## src/fcpwm_pkg.sv

```systemverilog
// Purpose: Shared constants and types of the four channel pulse width unit.
// Assumes: APB slave decoding 12 address bits, one 32-bit word per register.
// Notes: Reserved bits are stored as zero and read as zero.
package fcpwm_pkg;
    localparam int NCH  = 4;
    localparam int NPRE = 11;
    localparam int NCLK = 13;

    localparam logic [11:0] OFF_GEN_MODE   = 12'h000;
    localparam logic [11:0] OFF_CH_ENABLE  = 12'h004;
    localparam logic [11:0] OFF_CH_DISABLE = 12'h008;
    localparam logic [11:0] OFF_CH_STATUS  = 12'h00C;
    localparam logic [11:0] OFF_IRQ_ENABLE = 12'h010;
    localparam logic [11:0] OFF_IRQ_DISABLE = 12'h014;
    localparam logic [11:0] OFF_IRQ_MASK   = 12'h018;
    localparam logic [11:0] OFF_IRQ_STATUS = 12'h01C;

    localparam logic [2:0] CH_REGION = 3'h1;
    localparam logic [4:0] CH_MODE   = 5'h00;
    localparam logic [4:0] CH_DUTY   = 5'h04;
    localparam logic [4:0] CH_PERIOD = 5'h08;
    localparam logic [4:0] CH_COUNT  = 5'h0C;
    localparam logic [4:0] CH_UPDATE = 5'h10;

    localparam logic [3:0] PRE_LAST = 4'hA;
    localparam logic [3:0] SEL_LAST = 4'hC;
    localparam logic       TGT_DUTY = 1'b0;

    typedef struct packed {
        logic [3:0] rsv_hi;
        logic [3:0] divider_b_source_sel;
        logic [7:0] divider_b_factor;
        logic [3:0] rsv_lo;
        logic [3:0] divider_a_source_sel;
        logic [7:0] divider_a_factor;
    } fcpwm_gen_mode_t;

    typedef struct packed {
        logic [20:0] rsv_hi;
        logic        update_target_sel;
        logic        start_polarity;
        logic        alignment_sel;
        logic [3:0]  rsv_lo;
        logic [3:0]  channel_clock_sel;
    } fcpwm_ch_mode_t;

    localparam logic [31:0]     GEN_MODE_WMASK = 32'h0FFF0FFF;
    localparam logic [31:0]     CH_MODE_WMASK  = 32'h0000070F;
    localparam fcpwm_gen_mode_t GEN_MODE_RST   = '0;
    localparam fcpwm_ch_mode_t  CH_MODE_RST    = '0;
    localparam logic [15:0]     VAL_RST        = 16'h0000;

    typedef enum logic {CNT_UP = 1'b0, CNT_DOWN = 1'b1} fcpwm_dir_t;
endpackage

```

## src/fcpwm_top.sv

```systemverilog
// Purpose: Four channel pulse width unit with shared clock generator, APB slave.
// Assumes: All logic runs on pclk, which stands for the master clock input.
// Notes: Zero wait state APB, answer registered in the setup cycle.

module fcpwm_top
    import fcpwm_pkg::*;
(
    input  wire logic           pclk,
    input  wire logic           presetn,
    input  wire logic           psel,
    input  wire logic           penable,
    input  wire logic           pwrite,
    input  wire logic [11:0]    paddr,
    input  wire logic [31:0]    pwdata,
    output logic      [31:0]    prdata,
    output logic                pready,
    output logic                pslverr,
    output logic      [NCH-1:0] waveform_out,
    output logic                irq
);

    fcpwm_gen_mode_t generator_mode_r;
    logic [NCH-1:0]  channel_enable_r;
    logic [NCH-1:0]  irq_mask_r;
    logic [NCH-1:0]  irq_status_r;
    logic            irq_r;
    logic            pready_r;
    logic            pslverr_r;
    logic [31:0]     prdata_r;
    logic [9:0]      pre_r;
    logic [NPRE-1:0] tick_pre;
    logic [1:0]      div_tick;
    logic [7:0]      div_fac [2];
    logic [3:0]      div_src [2];
    logic [NCLK-1:0] ticks;
    logic [NCH-1:0]  eop;
    logic [NCH-1:0]  wave;
    fcpwm_ch_mode_t  ch_mode [NCH];
    logic [15:0]     ch_duty [NCH];
    logic [15:0]     ch_period [NCH];
    logic [15:0]     ch_count [NCH];
    logic [31:0]     rd_data;
    logic            rd_err;

    wire             setup    = psel & ~penable;
    wire             done     = psel & penable & pready_r;
    wire             wr       = done & pwrite;
    wire             in_ch    = (paddr[11:9] == CH_REGION) && (paddr[8:7] == 2'b00);
    wire [1:0]       ch_sel   = paddr[6:5];
    wire [4:0]       ch_off   = paddr[4:0];
    wire             hit_wo   = (paddr == OFF_CH_ENABLE) || (paddr == OFF_CH_DISABLE) ||
                                (paddr == OFF_IRQ_ENABLE) || (paddr == OFF_IRQ_DISABLE);
    wire [NCH-1:0]   ena_bits = (wr && paddr == OFF_CH_ENABLE) ? pwdata[NCH-1:0] : '0;
    wire [NCH-1:0]   dis_bits = (wr && paddr == OFF_CH_DISABLE) ? pwdata[NCH-1:0] : '0;
    wire [NCH-1:0]   ier_bits = (wr && paddr == OFF_IRQ_ENABLE) ? pwdata[NCH-1:0] : '0;
    wire [NCH-1:0]   idr_bits = (wr && paddr == OFF_IRQ_DISABLE) ? pwdata[NCH-1:0] : '0;
    wire             isr_rd   = done && !pwrite && (paddr == OFF_IRQ_STATUS);
    wire [NCH-1:0]   isr_clr  = isr_rd ? prdata_r[NCH-1:0] : '0;

    assign prdata  = prdata_r;
    assign pready  = pready_r;
    assign pslverr = pslverr_r;
    assign irq     = irq_r;

    // Read data is chosen in the setup cycle; misaligned or unmapped words error.
    always_comb begin
        rd_data = '0;
        rd_err  = 1'b0;
        if (paddr == OFF_GEN_MODE) begin
            rd_data = generator_mode_r;
        end else if (hit_wo) begin
            rd_data = '0;
        end else if (paddr == OFF_CH_STATUS) begin
            rd_data = {28'h0000000, channel_enable_r};
        end else if (paddr == OFF_IRQ_MASK) begin
            rd_data = {28'h0000000, irq_mask_r};
        end else if (paddr == OFF_IRQ_STATUS) begin
            rd_data = {28'h0000000, irq_status_r};
        end else if (in_ch && ch_off == CH_MODE) begin
            rd_data = ch_mode[ch_sel];
        end else if (in_ch && ch_off == CH_DUTY) begin
            rd_data = {16'h0000, ch_duty[ch_sel]};
        end else if (in_ch && ch_off == CH_PERIOD) begin
            rd_data = {16'h0000, ch_period[ch_sel]};
        end else if (in_ch && ch_off == CH_COUNT) begin
            rd_data = {16'h0000, ch_count[ch_sel]};
        end else if (in_ch && ch_off == CH_UPDATE) begin
            rd_data = '0;
        end else begin
            rd_err = 1'b1;
        end
    end

    always_ff @(posedge pclk or negedge presetn) begin
        if (!presetn) begin
            pready_r  <= 1'b0;
            pslverr_r <= 1'b0;
            prdata_r  <= 32'h00000000;
        end else begin
            pready_r  <= setup;
            pslverr_r <= setup & rd_err;
            if (setup) begin
                prdata_r <= rd_data;
            end
        end
    end

    always_ff @(posedge pclk or negedge presetn) begin
        if (!presetn) begin
            generator_mode_r <= GEN_MODE_RST;
            channel_enable_r <= '0;
            irq_mask_r       <= '0;
            irq_status_r     <= '0;
            irq_r            <= 1'b0;
        end else begin
            if (wr && paddr == OFF_GEN_MODE) begin
                generator_mode_r <= fcpwm_gen_mode_t'(pwdata & GEN_MODE_WMASK);
            end
            channel_enable_r <= (channel_enable_r | ena_bits) & ~dis_bits;
            irq_mask_r       <= (irq_mask_r | ier_bits) & ~idr_bits;
            irq_status_r     <= (irq_status_r & ~isr_clr) | eop;
            irq_r            <= |(irq_status_r & irq_mask_r);
        end
    end

    // The prescaler free runs modulo 1024; it restarts at reset, so every divided tick waits.
    always_ff @(posedge pclk or negedge presetn) begin
        if (!presetn) begin
            pre_r <= 10'h000;
        end else begin
            pre_r <= pre_r + 10'h001;
        end
    end

    for (genvar k = 0; k < NPRE; k++) begin : g_pre
        if (k == 0) begin : g_full
            assign tick_pre[k] = 1'b1;
        end else begin : g_part
            assign tick_pre[k] = &pre_r[k-1:0];
        end
    end

    assign div_fac[0] = generator_mode_r.divider_a_factor;
    assign div_fac[1] = generator_mode_r.divider_b_factor;
    assign div_src[0] = generator_mode_r.divider_a_source_sel;
    assign div_src[1] = generator_mode_r.divider_b_source_sel;

    for (genvar d = 0; d < 2; d++) begin : g_div
        logic [7:0] dcnt_r;
        wire        src_tick = (div_src[d] <= PRE_LAST) ? tick_pre[div_src[d]] : 1'b0;
        wire        wrap     = dcnt_r >= (div_fac[d] - 8'h01);
        assign div_tick[d] = (div_fac[d] != 8'h00) & src_tick & wrap;
        always_ff @(posedge pclk or negedge presetn) begin
            if (!presetn) begin
                dcnt_r <= 8'h00;
            end else if (div_fac[d] == 8'h00) begin
                dcnt_r <= 8'h00;
            end else if (src_tick) begin
                dcnt_r <= wrap ? 8'h00 : dcnt_r + 8'h01;
            end
        end
    end

    assign ticks = {div_tick, tick_pre};

    for (genvar i = 0; i < NCH; i++) begin : g_ch
        fcpwm_ch_mode_t mode_r;
        fcpwm_dir_t     dir_r;
        fcpwm_dir_t     dir_nxt;
        logic [15:0]    cnt_r;
        logic [15:0]    cnt_nxt;
        logic [15:0]    prd_r;
        logic [15:0]    dty_r;
        logic [15:0]    upd_r;
        logic           pend_r;
        logic           pol_r;
        logic           alg_r;
        logic           wave_r;
        logic           end_c;
        wire            en       = channel_enable_r[i];
        wire            wr_ch    = wr && in_ch && (ch_sel == 2'(i));
        wire            start    = ena_bits[i] & ~en;
        wire [3:0]      csel     = mode_r.channel_clock_sel;
        wire            ch_tick  = (csel <= SEL_LAST) ? ticks[csel] : 1'b0;
        wire            at_top   = (cnt_r + 16'h0001) >= prd_r;
        wire            low_side = (dty_r == prd_r) || (cnt_r < dty_r);

        always_comb begin
            cnt_nxt = cnt_r;
            dir_nxt = dir_r;
            end_c   = 1'b0;
            if (start) begin
                cnt_nxt = VAL_RST;
                dir_nxt = CNT_UP;
            end else if (en && ch_tick) begin
                if (!alg_r) begin
                    if (at_top) begin
                        cnt_nxt = VAL_RST;
                        end_c   = 1'b1;
                    end else begin
                        cnt_nxt = cnt_r + 16'h0001;
                    end
                end else if (dir_r == CNT_UP) begin
                    if (at_top) begin
                        cnt_nxt = prd_r;
                        dir_nxt = CNT_DOWN;
                    end else begin
                        cnt_nxt = cnt_r + 16'h0001;
                    end
                end else if (cnt_r <= 16'h0001) begin
                    cnt_nxt = VAL_RST;
                    dir_nxt = CNT_UP;
                    end_c   = 1'b1;
                end else begin
                    cnt_nxt = cnt_r - 16'h0001;
                end
            end
        end

        always_ff @(posedge pclk or negedge presetn) begin
            if (!presetn) begin
                mode_r <= CH_MODE_RST;
                dir_r  <= CNT_UP;
                cnt_r  <= VAL_RST;
                pol_r  <= 1'b0;
                alg_r  <= 1'b0;
                wave_r <= 1'b0;
            end else begin
                if (wr_ch && ch_off == CH_MODE) begin
                    mode_r <= fcpwm_ch_mode_t'(pwdata & CH_MODE_WMASK);
                end
                dir_r <= dir_nxt;
                cnt_r <= cnt_nxt;
                if (!en) begin
                    pol_r <= mode_r.start_polarity;
                    alg_r <= mode_r.alignment_sel;
                end
                // Disabled outputs follow polarity at once; enabled ones compare.
                if (en) begin
                    wave_r <= low_side ? pol_r : ~pol_r;
                end else begin
                    wave_r <= mode_r.start_polarity;
                end
            end
        end

        // Direct writes are ignored while running so a live period never tears.
        always_ff @(posedge pclk or negedge presetn) begin
            if (!presetn) begin
                prd_r  <= VAL_RST;
                dty_r  <= VAL_RST;
                upd_r  <= VAL_RST;
                pend_r <= 1'b0;
            end else begin
                if (wr_ch && ch_off == CH_PERIOD && !en) begin
                    prd_r <= pwdata[15:0];
                end else if (end_c && pend_r && mode_r.update_target_sel != TGT_DUTY) begin
                    prd_r <= upd_r;
                end
                if (wr_ch && ch_off == CH_DUTY && !en) begin
                    dty_r <= pwdata[15:0];
                end else if (end_c && pend_r && mode_r.update_target_sel == TGT_DUTY) begin
                    dty_r <= upd_r;
                end
                if (wr_ch && ch_off == CH_UPDATE) begin
                    upd_r <= pwdata[15:0];
                end
                pend_r <= (wr_ch && ch_off == CH_UPDATE) | (pend_r & ~end_c);
            end
        end

        assign eop[i]       = end_c;
        assign wave[i]      = wave_r;
        assign ch_mode[i]   = mode_r;
        assign ch_duty[i]   = dty_r;
        assign ch_period[i] = prd_r;
        assign ch_count[i]  = cnt_r;
    end

    assign waveform_out = wave;
endmodule

```

## config.mk

```make
export PLATFORM = sky130hd
export DESIGN_NAME = fcpwm_top
export DESIGN_NICKNAME = d
export VERILOG_FILES = /design/src/fcpwm_pkg.sv /design/src/fcpwm_top.sv
export SDC_FILE = /design/constraint.sdc
export NUM_CORES = 1
export LEC_CHECK = 0
export BUFFER_PORTS_ARGS = -buffer_cell sky130_fd_sc_hd__clkbuf_2
export CAP_MARGIN = 0
export CELL_PAD_IN_SITES_DETAIL_PLACEMENT = 0
export CELL_PAD_IN_SITES_GLOBAL_PLACEMENT = 1
export CORE_MARGIN = 4
export CORE_UTILIZATION = 25
export CTS_CLUSTER_DIAMETER = 150
export DETAILED_ROUTE_END_ITERATION = 10
export GPL_ROUTABILITY_DRIVEN = 0
export PLACE_DENSITY = 0.45
export SLEW_MARGIN = 15
export SYNTH_ARGS = -nofsm -noshare
export SYNTH_HDL_FRONTEND = slang
export SYNTH_SLANG_ARGS = --single-unit
```

## constraint.sdc

```tcl
create_clock -name pclk -period 5.9 [get_ports pclk]
set_input_delay 0.295 -clock pclk [delete_from_list [all_inputs] [get_ports pclk]]
set_output_delay 0.295 -clock pclk [all_outputs]
set_load 0.05 [all_outputs]
```

==> results by group <==
Critical path
  – Startpoint types: flop
  – Crit path required time: ~6.4 ns
  – Critical Path Sink Type: flop
  – Critical Path AT: approximately 5.3 ns
  – Crit Path Max Fanout: 16
  – Crit. Startpoint: g_ch[0].cnt_r[3]
  – WS Path Type: reg -> reg
  – R2R Path Start: g_ch[0].cnt_r[3]

Logic synthesis
  – Cells after Synth: about 3000
  – Seq cells post-synth: 397
  – EDFF count, synth: 0
  – Distinct cells, synth: 86
  – Area contributors post-synth: dfrtp_1 (36%), ha_1 (7.4%), mux2i_1 (5.6%)
  – Post-synth ARST share: 100%
  – Syn avg cell area: around 9.3 µm²
  – Post-synth top cells: dfrtp_1 (397), nor2_1 (270), a21oi_1 (243), nand2_1 (208), inv_1 (173)
  – Mapped Area: 27400 µm²
  – Seq/Total Area, Yosys: around 36%
  – Post-synth top area share: between 30% and 40%
  – Synth Warn #: 0
  – Post-synth top area cell: dfrtp_1
  – Top_reg_cell synth: dfrtp_1
  – Top-count cell post-synth: dfrtp_1

Routing
  – Drt drc: 0
  – Wirelength per Cell: around 26 µm
  – Detail Route Antenna Nets: 0
  – Drt via density: 5.26
  – Initial detailed-routing violation count: about 1900
  – Routed vias: ~23000
  – Total Wirelength: around 110 mm
  – First-pass iteration count of the detailed router: 8

Global route
  – Largest net degree at the start of global routing: 136
  – Total Routing Usage GR: just under 20%
  – Total grt overflow: 0
  – Number of global-route vias before repair: ~23000
  – First-pass GRT wire length: about 170 mm
  – Initial antenna violation count: 9

Clock network
  – Worst-Skew Late Latency: 0.65 ns
  – Root Buffer: clkbuf_16
  – CTS clk-pin slew, worst paths: 0.06 ns
  – Clock Sink Count: between 300 and 400
  – Max Root-Sink Buffers: 3
  – CTS tree: yes
  – Post-cts sizing count: 0
  – CTS Buf Count: 53
  – H-tree level count: 2

Timing
  – Final Max Slew Viols: 0
  – Clk_skew: between 0.02 and 0.025 ns
  – RSZ-0062 raised after global routing: false
  – Max Clock Freq: around 0.21 GHz
  – # setup viols final: 0
  – Setup TNS: 0 ns
  – Least-Margin Pin Slew: ~1.2 ns
  – Relative slew slack: 20.2%
  – Fin. Hold Viols: 0
  – Final min period: 4.77 ns
  – Period utilization: between 80% and 90%
  – Final Hold Slack: 0.0961 ns

Layout
  – Share of cells above drive strength 1: ~15%
  – Final #Nets: ~3200
  – Non-Filler Instances: approximately 4400
  – Area delta synth->final: 14.1%

Placed design
  – Placed cells: 4295
  – Buffers added on ports: between 70 and 80
  – DP HPWL: about 84 mm

Floorplan
  – Die area: roughly 110000 µm²
  – Initial core utilization: 25.1%
  – Core area: about 110000 µm²
  – Core Rows: roughly 120
  – Die Wd: around 340 µm
  – I/O pin total: 88
  – Chip height: about 340 µm

Power
  – Leak: about 15 nW
  – VDD IR max: 0.245 mV
  – P per Cell Area: 212 nW/µm²

Status
  – Status: completed

Job
  – Max-cap violations: 0

Min path
  – Hold Path Class: in -> reg
  – Worst Hold Launch: pwrite
## logic make-up (layout without fill, tap and decap cells)
logic type	after synthesis	count (layout)	synth area share (%)
other	1	7	0.0137
and+or+nand+nor	834	834	14.4
muxes	321	321	14.8
xor gates and xnor gates	169	169	5.41
DFF	397	397	36.3
buffers and inverters	378	435	5.63
AOI/OAI and AO/OA	671	671	16.1
adders and majority gates	162	162	7.41
## routing by layer
| metal | wire length, µm | GRT usage, % |
|---|---|---|
| met3 | 8140 | 3.89 |
| met5 | 13 | 0 |
| met4 | 3130 | 5.51 |
| met2 | 52300 | 31.6 |
| met1 | 50200 | 26.1 |
## flip-flops by register name (all words and copies together), names as in the netlist, 12 cells and up
signal        flops
prdata           28
div_fac          16
g_ch.upd_r       64
g_div.dcnt_r     16
ch_mode          12
g_ch.prd_r       64
g_ch.dty_r       64
g_ch.csel        16
g_ch.cnt_r       64
## worst max-delay path: stages (launching register included)
cell and delay, ns:
dfrtp_1 0.72, nand2_1 0.11, nor2_1 0.34, nand2_1 0.14, nor2_1 0.35, nand3_1 0.15
xnor2_1 0.23, ha_1 0.28, a21o_1 0.16, a21o_1 0.17, a21oi_1 0.20, o21ai_0 0.12
a21oi_1 0.58, o21ai_1 0.22, nand4_1 0.15, buf_4 0.34, mux2i_1 0.23, a21oi_1 0.09
## layout make-up
cell class | instances | area [µm²]
Fill cell | 11300 | 77600
Multi-Input combinational cell | 2161 | 16000
Sequential cell | 397 | 9930
Tap cell | 1414 | 1770
Clock buffer | 74 | 1550
Timing Repair Buffer | 162 | 1090
Inverter | 176 | 661
Clock inverter | 23 | 278
Antenna cell | 3 | 7.51
## where the power goes
part | total, mW | internal (mW) | switching (mW) | leakage [nW]
clock | 3.44 | 2.05 | 1.39 | 0.900
combinational | 0.408 | 0.122 | 0.286 | 9.85
sequential | 2.77 | 2.74 | 0.0285 | 4.58
## what timing repair did
| action | CTS | global route |
|---|---|---|
| setup endpoints to repair | 0 | 0 |
| hold buffers | 15 | 0 |
| hold endpoints to repair | 100 | 0 |
| setup buffers | 0 | 0 |
## placed cells by master (no fill, tap or decap), types with 18 or more instances in the layout
master	synthesis	routed
nand2b_1	31	30
dfrtp_1	397	397
mux2i_1	152	152
a221oi_1	20	20
nand3b_1	18	18
ha_1	162	162
and3_1	22	22
nand3_1	118	118
o21ai_0	100	100
nand4_1	42	42
a31oi_1	31	31
a222oi_1	23	23
a22o_1	34	34
nand2_1	208	201
nor3_1	37	36
clkbuf_2	1	77
buf_4	9	67
a21o_1	52	52
nor4_1	23	23
mux4_2	55	55
clkbuf_16	0	54
a22oi_1	44	44
xor2_1	64	64
a21oi_1	243	243
mux2_2	114	114
inv_1	173	173
xnor2_1	105	105
nor2_1	270	269
## through the flow
step | utilization (%) | power, mW | area, µm² | worst slack [ns]
floorplan | - | 3.04 | 27400 | 1.78
global placement | 26.9 | 3.22 | 29200 | 1.14
detailed placement | 26.9 | 3.23 | 29200 | 1.03
CTS | 28.7 | 6.74 | 31200 | 1.04
global route | 28.7 | 6.88 | 31200 | 0.695
finish | 28.7 | 6.62 | 31200 | 1.13
## path summary, 6_finish.rpt
path                                            to  slack [ns]  cells after the start
worst max-delay path              g_ch[0].dty_r[9]        1.13                     17
worst min-delay path               irq_status_r[0]         0.1                      5
worst max register to register    g_ch[0].dty_r[9]        1.13                     17
worst min register to register          prdata[26]        0.46                      2
max in group asynchronous         g_ch[3].prd_r[9]        4.24                      3
min in group asynchronous       g_div[0].dcnt_r[0]        0.29                      2
(Power assumes the default switching activity.)
